`config.mk`:
```
export PLATFORM = sky130hd
export DESIGN_NAME = ves_exec_status_regs
export DESIGN_NICKNAME = d
export VERILOG_FILES = /design/src/design/ves_pkg.sv /design/src/design/ves_cmd_if.sv /design/src/design/ves_cmd_decode.sv /design/src/design/ves_exec_status_regs.sv
export SDC_FILE = /design/constraint.sdc
export NUM_CORES = 1
export LEC_CHECK = 0
export BUFFER_PORTS_ARGS = -buffer_cell sky130_fd_sc_hd__clkbuf_2
export CORE_MARGIN = 8
export CORE_UTILIZATION = 25
export CTS_BUF_LIST = sky130_fd_sc_hd__clkbuf_2 sky130_fd_sc_hd__clkbuf_4 sky130_fd_sc_hd__clkbuf_8
export CTS_CLUSTER_SIZE = 24
export DETAILED_ROUTE_END_ITERATION = 16
export MAX_ROUTING_LAYER = met4
export PLACE_DENSITY = 0.56
export SLEW_MARGIN = 10
export SYNTH_ARGS = -nofsm -noshare
export SYNTH_HDL_FRONTEND = slang
export SYNTH_SLANG_ARGS = --single-unit
```
`constraint.sdc`:
```
create_clock -name clock -period 6.83 [get_ports clock]
set_input_delay 0 -clock clock [delete_from_list [all_inputs] [get_ports clock]]
set_output_delay 0 -clock clock [all_outputs]
set_load 0.005 [all_outputs]
```
`src/design/ves_pkg.sv`:
```
// Constants, register map and state encoding for the decoder command and status registers.
// Assumes a 32-bit register port with read data returned one cycle after the read strobe.
// Function
// - Decode four-bit command field; zero is no instruction, six and above reserved.
// - Command one starts decoding in normal mode.
// - Command two pauses after the current window's state metrics, before traceback.
// - Command three resumes traceback, runs one more window, then pauses again.
// - Command four resumes traceback and runs to normal completion.
// - Command five stops and soft-resets all but command, format and internal registers.
// - Reserved bits of command, format and status registers read zero, ignore writes.
// - Format selections apply only in big-endian operation, ignored in little-endian.
// - Format bit one selects soft-decision output: packed words or native bytes.
// - Format bit zero selects branch metric input: packed words or native bytes.
// - Status bits 28 to 12 count symbols processed; read-only, reset to zero.
// - Count stops at frame plus constraint minus one, or frame plus convergence.
// - Status bit six shows halt by emulation; resets to zero.
// - Status bit five shows output decision queue full; resets to zero.
// - Status bit four shows input branch metric queue empty; resets to one.
// - Status bit three shows awaiting configuration; always set after a channel finishes. A stop command in the same cycle leaves it clear.
// - Status bit two set on error pause; cleared when the error register is read.
// - Status bit one shows a decode is running.
// - Pause command acknowledged by setting bit zero, resume by clearing it.
// - Device pauses itself when input queue runs low or output queue is full.
package ves_pkg;
  localparam int ADDR_W = 8;
  localparam int DATA_W = 32;
  localparam int CNT_W = 17;
  localparam int CMD_W = 4;
  localparam logic [ADDR_W-1:0] ADDR_EXEC = 8'h00;
  localparam logic [ADDR_W-1:0] ADDR_FMT = 8'h04;
  localparam logic [ADDR_W-1:0] ADDR_STAT = 8'h08;
  localparam logic [CMD_W-1:0] CMD_NONE = 4'h0;
  localparam logic [CMD_W-1:0] CMD_START = 4'h1;
  localparam logic [CMD_W-1:0] CMD_PAUSE = 4'h2;
  localparam logic [CMD_W-1:0] CMD_STEP = 4'h3;
  localparam logic [CMD_W-1:0] CMD_RESUME = 4'h4;
  localparam logic [CMD_W-1:0] CMD_STOP = 4'h5;
  localparam int FMT_BM_BIT = 0;
  localparam int FMT_SD_BIT = 1;
  localparam int FMT_W = 2;
  localparam int ST_PAUSE = 0;
  localparam int ST_RUN = 1;
  localparam int ST_ERR = 2;
  localparam int ST_WAIT = 3;
  localparam int ST_IEMPTY = 4;
  localparam int ST_OFULL = 5;
  localparam int ST_EHALT = 6;
  localparam int ST_CNT_LO = 12;
  localparam int ST_CNT_HI = 28;
  localparam logic [CMD_W-1:0] EXEC_RESET = 4'h0;
  localparam logic [FMT_W-1:0] FMT_RESET = 2'h0;
  localparam logic [CNT_W-1:0] CNT_RESET = 17'h00000;
  localparam logic [CNT_W-1:0] CNT_ONE = 17'h00001;
  localparam logic IEMPTY_RESET = 1'b1;
  typedef enum logic [4:0]
  {
    S_IDLE = 5'b00001,
    S_RUN = 5'b00010,
    S_DRAIN = 5'b00100,
    S_PAUSED = 5'b01000,
    S_STEP = 5'b10000
  } ves_state_t;
endpackage : ves_pkg

```
`src/design/ves_cmd_if.sv`:
```
// Interface carrying decoded one-cycle command pulses from the decoder to the control core.
// Assumes both ends run on the same clock.
`timescale 1ns/1ps
interface ves_cmd_if;
  logic start;
  logic pause;
  logic step;
  logic resume;
  logic stop;
  modport src (output start, output pause, output step, output resume, output stop);
  modport dst (input start, input pause, input step, input resume, input stop);
endinterface : ves_cmd_if

```
`src/design/ves_cmd_decode.sv`:
```
// Turns a write of the command field into at most one command pulse; reserved codes give none.
// Assumes the write strobe is one cycle long and synchronous to clock.
`timescale 1ns/1ps
module ves_cmd_decode
  import ves_pkg::*;
(
  // Register write side
  input wire logic wr_en,
  input wire logic [CMD_W-1:0] wr_cmd,
  // Decoded pulses
  ves_cmd_if.src cmd
);
  always_comb
  begin
    cmd.start = 1'b0;
    cmd.pause = 1'b0;
    cmd.step = 1'b0;
    cmd.resume = 1'b0;
    cmd.stop = 1'b0;
    if (wr_en)
    begin
      unique case (wr_cmd)
        CMD_START: cmd.start = 1'b1;
        CMD_PAUSE: cmd.pause = 1'b1;
        CMD_STEP: cmd.step = 1'b1;
        CMD_RESUME: cmd.resume = 1'b1;
        CMD_STOP: cmd.stop = 1'b1;
        default: cmd.start = 1'b0;
      endcase
    end
  end
endmodule : ves_cmd_decode

```
`src/design/ves_exec_status_regs.sv`:
```
// Command, memory-format and status registers with the run/pause sequencer of the decoder.
// Assumes the datapath reports window, symbol, error and channel events as one-cycle pulses.
//
// The strobed register port and the placing of the registers were left to the implementer.
`timescale 1ns/1ps
module ves_exec_status_regs
  import ves_pkg::*;
(
  // Clock and reset
  input wire logic clock,
  input wire logic rst,
  // Register port
  input wire logic [ADDR_W-1:0] reg_addr,
  input wire logic [DATA_W-1:0] reg_wdata,
  input wire logic reg_wr,
  input wire logic reg_rd,
  output logic [DATA_W-1:0] reg_rdata,
  // System byte order
  input wire logic big_endian,
  // Datapath events
  input wire logic window_sm_done,
  input wire logic symbol_done,
  input wire logic decode_done,
  input wire logic error_event,
  input wire logic fault_cause_read,
  input wire logic config_loaded,
  input wire logic [CNT_W-1:0] symbol_limit,
  // Queue and debug levels
  input wire logic in_queue_empty,
  input wire logic in_queue_low,
  input wire logic out_queue_full,
  input wire logic debug_halt_flag,
  // Control outputs
  output logic start_pulse,
  output logic traceback_go,
  output logic soft_reset,
  output logic sm_hold,
  output logic running,
  output logic paused,
  output logic branch_metric_format,
  output logic softdec_format
);
  ves_cmd_if cmd_bus ();

  logic [CMD_W-1:0] execution_command;
  logic [FMT_W-1:0] memory_format_select;
  logic [CNT_W-1:0] processed_symbol_count;
  logic awaiting_config;
  logic err_flag;
  logic fifo_pause;
  logic in_empty_q;
  logic out_full_q;
  logic halt_q;
  logic exec_wr;
  logic fmt_wr;
  logic fifo_stall;
  logic [DATA_W-1:0] status_word;
  logic [DATA_W-1:0] next_rdata;
  ves_state_t state;
  ves_state_t next_state;

  assign exec_wr = reg_wr && (reg_addr == ADDR_EXEC);
  assign fmt_wr = reg_wr && (reg_addr == ADDR_FMT);
  assign fifo_stall = in_queue_low || out_queue_full;

  ves_cmd_decode u_decode
  (
    .wr_en(exec_wr),
    .wr_cmd(reg_wdata[CMD_W-1:0]),
    .cmd(cmd_bus)
  );

  // Command register is not cleared by a stop command; it takes the written stop code.
  always_ff @(posedge clock or posedge rst)
  begin
    if (rst)
    begin
      execution_command <= EXEC_RESET;
    end
    else if (exec_wr)
    begin
      execution_command <= reg_wdata[CMD_W-1:0];
    end
  end

  // Format register also survives a stop command.
  always_ff @(posedge clock or posedge rst)
  begin
    if (rst)
    begin
      memory_format_select <= FMT_RESET;
    end
    else if (fmt_wr)
    begin
      memory_format_select <= reg_wdata[FMT_W-1:0];
    end
  end

  // Formats fall back to packed words in little-endian operation.
  always_ff @(posedge clock or posedge rst)
  begin
    if (rst)
    begin
      branch_metric_format <= 1'b0;
      softdec_format <= 1'b0;
    end
    else
    begin
      branch_metric_format <= big_endian && memory_format_select[FMT_BM_BIT];
      softdec_format <= big_endian && memory_format_select[FMT_SD_BIT];
    end
  end

  // Sequencer next state.
  always_comb
  begin
    next_state = state;
    unique case (state)
      S_IDLE:
      begin
        if (cmd_bus.start)
        begin
          next_state = S_RUN;
        end
      end
      S_RUN:
      begin
        if (decode_done)
        begin
          next_state = S_IDLE;
        end
        else if (error_event || fifo_stall)
        begin
          next_state = S_PAUSED;
        end
        else if (cmd_bus.pause)
        begin
          next_state = S_DRAIN;
        end
      end
      S_DRAIN:
      begin
        if (decode_done)
        begin
          next_state = S_IDLE;
        end
        else if (window_sm_done || error_event)
        begin
          next_state = S_PAUSED;
        end
      end
      S_STEP:
      begin
        if (decode_done)
        begin
          next_state = S_IDLE;
        end
        else if (window_sm_done || error_event)
        begin
          next_state = S_PAUSED;
        end
      end
      S_PAUSED:
      begin
        if (cmd_bus.step)
        begin
          next_state = S_STEP;
        end
        else if (cmd_bus.resume)
        begin
          next_state = S_RUN;
        end
        else if (fifo_pause && !fifo_stall && !err_flag)
        begin
          next_state = S_RUN;
        end
      end
    endcase
    if (cmd_bus.stop)
    begin
      next_state = S_IDLE;
    end
  end

  always_ff @(posedge clock or posedge rst)
  begin
    if (rst)
    begin
      state <= S_IDLE;
    end
    else
    begin
      state <= next_state;
    end
  end

  // Remembers that the current pause came from a queue, so it lifts by itself.
  always_ff @(posedge clock or posedge rst)
  begin
    if (rst)
    begin
      fifo_pause <= 1'b0;
    end
    else if (cmd_bus.stop || cmd_bus.step || cmd_bus.resume || next_state != S_PAUSED)
    begin
      fifo_pause <= 1'b0;
    end
    else if (state == S_RUN && fifo_stall && !error_event && !decode_done)
    begin
      fifo_pause <= 1'b1;
    end
  end

  // Command pulses towards the datapath.
  always_ff @(posedge clock or posedge rst)
  begin
    if (rst)
    begin
      start_pulse <= 1'b0;
      traceback_go <= 1'b0;
      soft_reset <= 1'b0;
    end
    else
    begin
      start_pulse <= (state == S_IDLE) && cmd_bus.start && !cmd_bus.stop;
      traceback_go <= (state == S_PAUSED) && (cmd_bus.step || cmd_bus.resume);
      soft_reset <= cmd_bus.stop;
    end
  end

  // Run and pause levels.
  always_ff @(posedge clock or posedge rst)
  begin
    if (rst)
    begin
      running <= 1'b0;
      paused <= 1'b0;
      sm_hold <= 1'b0;
    end
    else
    begin
      running <= (next_state == S_RUN) || (next_state == S_DRAIN) || (next_state == S_STEP);
      paused <= (next_state == S_PAUSED);
      sm_hold <= (next_state == S_PAUSED) || (next_state == S_IDLE);
    end
  end

  // Processed symbol count, cleared by a stop or by a start from idle, and held at the frame limit.
  always_ff @(posedge clock or posedge rst)
  begin
    if (rst)
    begin
      processed_symbol_count <= CNT_RESET;
    end
    else if (cmd_bus.stop || (state == S_IDLE && cmd_bus.start))
    begin
      processed_symbol_count <= CNT_RESET;
    end
    else if (symbol_done && processed_symbol_count < symbol_limit)
    begin
      processed_symbol_count <= processed_symbol_count + CNT_ONE;
    end
  end

  // Waiting-for-configuration flag; a finished channel wins over a configuration load.
  always_ff @(posedge clock or posedge rst)
  begin
    if (rst)
    begin
      awaiting_config <= 1'b0;
    end
    else if (cmd_bus.stop)
    begin
      awaiting_config <= 1'b0;
    end
    else if (decode_done)
    begin
      awaiting_config <= 1'b1;
    end
    else if (config_loaded)
    begin
      awaiting_config <= 1'b0;
    end
  end

  // Error flag; a new error in the same cycle as the error-register read stays set.
  always_ff @(posedge clock or posedge rst)
  begin
    if (rst)
    begin
      err_flag <= 1'b0;
    end
    else if (cmd_bus.stop)
    begin
      err_flag <= 1'b0;
    end
    else if (error_event && state != S_IDLE)
    begin
      err_flag <= 1'b1;
    end
    else if (fault_cause_read)
    begin
      err_flag <= 1'b0;
    end
  end

  // Queue and emulation levels sampled into status.
  always_ff @(posedge clock or posedge rst)
  begin
    if (rst)
    begin
      in_empty_q <= IEMPTY_RESET;
      out_full_q <= 1'b0;
      halt_q <= 1'b0;
    end
    else
    begin
      in_empty_q <= in_queue_empty;
      out_full_q <= out_queue_full;
      halt_q <= debug_halt_flag;
    end
  end

  // Status word; reserved bits are constant zero.
  always_comb
  begin
    status_word = '0;
    status_word[ST_CNT_HI:ST_CNT_LO] = processed_symbol_count;
    status_word[ST_EHALT] = halt_q;
    status_word[ST_OFULL] = out_full_q;
    status_word[ST_IEMPTY] = in_empty_q;
    status_word[ST_WAIT] = awaiting_config;
    status_word[ST_ERR] = err_flag;
    status_word[ST_RUN] = running;
    status_word[ST_PAUSE] = paused;
  end

  // Read mux; unmapped addresses read zero.
  always_comb
  begin
    next_rdata = '0;
    if (reg_rd)
    begin
      unique case (reg_addr)
        ADDR_EXEC: next_rdata[CMD_W-1:0] = execution_command;
        ADDR_FMT: next_rdata[FMT_W-1:0] = memory_format_select;
        ADDR_STAT: next_rdata = status_word;
        default: next_rdata = '0;
      endcase
    end
  end

  always_ff @(posedge clock or posedge rst)
  begin
    if (rst)
    begin
      reg_rdata <= '0;
    end
    else
    begin
      reg_rdata <= next_rdata;
    end
  end
endmodule : ves_exec_status_regs

```
==> metrics.md <==
| Metric | Value |
|---|---|
| DR vias | `2900` |
| Dpl cell area | `4210 um2` |
| HPWL after DPL | `7070 um` |
| FF+latch count, synth | `66` |
| P&R area growth vs syn | `23.0%` |
| Fin util | `31.3%` |
| Worst-Skew Late Latency | `360 ps` |
| Critical path, cell by cell | `ha_1 > a21oi_1 > nor2b_1 > o21ai_0 > nand3b_1 > a2111oi_4 > a31o_2 > a21oi_1` |
| Clock Sinks | `66` |
| Io pins | `112` |
| Critical Path Sink | `processed_symbol_count[14]` |
| Worst EP required | `7040 ps` |
| Total core area | `14500 um2` |
| Worst reg2reg path depth | `8` |
| Setup slack, reg-to-reg | `4070 ps` |
| Residual DRC count | `0` |
| Unrepaired setup endpoints after global routing | `false` |
| Seq pwr share | `47.6%` |
| Slowest Stage Delay on Critical Path | `680 ps` |
| Syn Inst Count | `357` |
| Port buffer count | `75` |
| Nets | `536` |
| Max Buffers Root-to-Sink | `2` |
| P_sw | `308 uW` |
| Comb pwr share | `20.3%` |
| Largest net degree at the start of global routing | `67` |
| DR iter-0 viols | `86` |
| Layout cells sized above 1 | `28.1%` |
| Skew final | `11.8 ps` |
| Final std cells w/o fill | `636` |
| Clock Pin Slew Worst Setup and Hold Paths | `70 ps` |
| Die X | `137 um` |
| Vias in the first global route | `3105` |
| Int Power | `681 uW` |
| CTS root buffer | `clkbuf_8` |
| First drt pass iteration count | `4` |
| Slew headroom | `40.8%` |
| First-pass GRT wire length | `15300 um` |
| Max Clk Rate | `362 MHz` |
| Crit path from | `processed_symbol_count[14]` |
| Worst IR Drop VDD | `73.5 uV` |
| Worst reg2reg endpoint | `processed_symbol_count[14]` |
| Initial antenna violation count | `0` |
| Most common cell after layout, fill and taps aside | `clkbuf_2` |
| Fill cells | `1526` |
| Ys async rst share | `100%` |
| Vias/cell | `4.56` |
| Final worst-path cycle share | `40.5%` |
| Mean Syn Cell Area | `10.3 um2` |
| Switching Share | `31.1%` |
| # diodes | `0` |
| Fin crit period | `2760 ps` |
| Total track usage | `10.8%` |
| H-tree depth | `3` |
| Clk pwr share | `32.0%` |
| Starting Density | `25.5%` |
| Routability Congestion | `0.820` |
| Die height | `137 um` |
| Num CTS Buffers | `9` |
| Worst r2r src | `processed_symbol_count[14]` |
| FP Rows | `44` |
| Setup Buffers After CTS | `0` |
| Status | `finished clean` |
| Final Instance Area | `4540 um2` |
| Crit path arrival time | `2980 ps` |
| Max-slew violation count | `0` |
| Main flop type after synthesis | `dfrtp_1` |
| Leakage | `0.00217 uW` |
| Register area share after synthesis | `44.9%` |
| P per Cell Area | `218 nW/um2` |
| Hold_buf cts | `14` |
| WL final | `9340 um` |
| Netlist cell types | `61` |
| Total Neg Setup Slack | `0 ps` |
| DP Cell Count | `606` |
| Cell mode on critical path | `a21oi_1` |
| Hold Crit Class | `in2reg` |
| Cell Area, Synth | `3690 um2` |
| Gr ovfl total | `0` |
| Worst-Margin Slew | `885 ps` |
| # Max-Cap Violations | `0` |
| CP Class | `reg2reg` |
| Die ar. | `18900 um2` |
| HP Start | `reg_wdata[0]` |
| Final setup viols | `0` |
| Worst Setup End Kind | `flop` |
| Syn. warnings | `0` |
| Fin. Hold Viols | `0` |
| Routed WL per cell | `14.7 um` |
| Power Total | `989 uW` |
| Count of flip-flops with a built-in enable after synthesis | `0` |
| Most frequent cells in the layout | `clkbuf_2 (75), dfrtp_1 (64), nor2_1 (35), inv_1 (25), and2_1 (23)` |
| CTS tree | `yes` |
| Final ANT Viol Nets | `0` |
| Crit path launch type | `flop` |
| PostCTS Resize Cnt | `0` |
| Worst-path maximum fanout | `11` |
| Slowest stage cell, crit path | `a2111oi_4` |
-- worst max-delay path: cells and delay by family, from the launching register on --
family / cells / cell delay, ps
adder cells (fa/ha/maj): 1 / 300
AND/OR/NAND/NOR: 2 / 660
flip-flops: 1 / 410
AO/OA/AOI/OAI: 5 / 1240
-- sequential cells by signal, summed over array words and instances (netlist names), 2 cells and up --
register / count
memory_format_select: 2
processed_symbol_count: 17
state: 5
execution_command: 4
reg_rdata: 24
-- per-stage QoR --
step	hold WS (ps)	worst slack, ps
floorplan	4.48	4510
global placement	89.3	4190
detailed placement	89.6	4080
CTS	14.4	4070
global route	56.4	3870
finish	45.1	4070
-- area by class of cell --
class | instances | area (um2) | area share (%)
Inverter | 27 | 101 | 2.23
Tap cell | 184 | 230 | 5.08
Sequential cell | 66 | 1650 | 36.5
Timing Repair Buffer | 91 | 531 | 11.7
Clock inverter | 2 | 10.0 | 0.221
Multi-Input combinational cell | 252 | 1830 | 40.3
Clock buffer | 14 | 180 | 3.97
-- logic make-up (layout without fill, tap and decap cells) --
| family | count (synthesis) | count (layout) | share of synthesized area [%] |
|---|---|---|---|
| AO/OA/AOI/OAI | 66 | 66 | 16.0 |
| other | 1 | 8 | 0.102 |
| AND/OR/NAND/NOR | 137 | 137 | 20.5 |
| buffers and inverters | 46 | 134 | 6.35 |
| flip-flops | 66 | 66 | 44.9 |
| multiplexers | 14 | 14 | 4.01 |
| adder cells (fa/ha/maj) | 17 | 17 | 5.77 |
| XOR/XNOR | 10 | 10 | 2.38 |
-- metal layers --
metal / wire [um] / vias up / GRT usage [%]
met5: 0 / - / -
met3: 422 / 11 / 2.59
met2: 4780 / 56 / 18.2
li1: - / 1417 / -
met4: 178 / 0 / 5.19
met1: 3960 / 1416 / 11.8
-- cell usage after synthesis, drive strengths merged, types with 2 or more instances --
| master | count | area share (%) |
|---|---|---|
| a2111oi | 9 | 5.4 |
| nor2b | 4 | 0.68 |
| or2 | 3 | 0.51 |
| and2 | 23 | 3.9 |
| a31oi | 4 | 0.68 |
| nor4 | 5 | 1.4 |
| buf | 15 | 3.2 |
| a211oi | 2 | 0.41 |
| nand4 | 6 | 1.0 |
| nand3b | 4 | 0.81 |
| inv | 26 | 2.6 |
| a21oi | 21 | 3.1 |
| mux2 | 6 | 1.8 |
| nor3b | 3 | 0.61 |
| nand3 | 8 | 1.2 |
| or3 | 2 | 0.48 |
| o21a | 2 | 0.41 |
| dfstp | 2 | 1.4 |
| dfrtp | 64 | 43 |
| nand2 | 20 | 2.0 |
| mux2i | 8 | 2.2 |
| nor2 | 35 | 3.6 |
| ha | 17 | 5.8 |
| and3 | 5 | 0.85 |
| a31o | 3 | 0.71 |
| xnor2 | 9 | 2.1 |
| nor3 | 8 | 1.1 |
| o21ai | 9 | 1.5 |
| a21o | 5 | 1.0 |
| clkbuf | 4 | 0.41 |
| nand2b | 7 | 1.2 |
-- worst min-delay path by stage --
stage / endpoint / slack [ps] / cells after the start
global route: execution_command[0] / 60 / 2
detailed placement: in_empty_q / 90 / 1
floorplan: in_empty_q / 4 / 0
CTS: execution_command[0] / 10 / 2
global placement: in_empty_q / 90 / 1
finish: execution_command[0] / 50 / 2
-- power groups by stage --
stage | Sequential, uW | Combinational (uW) | Clock, uW
after floorplan | 461 | 154 | 0
after global placement | 478 | 190 | 0
after detailed placement | 480 | 197 | 0
after CTS | 472 | 205 | 332
after global routing | 477 | 232 | 347
final | 471 | 201 | 317
Power figures use the tool's default switching activity.
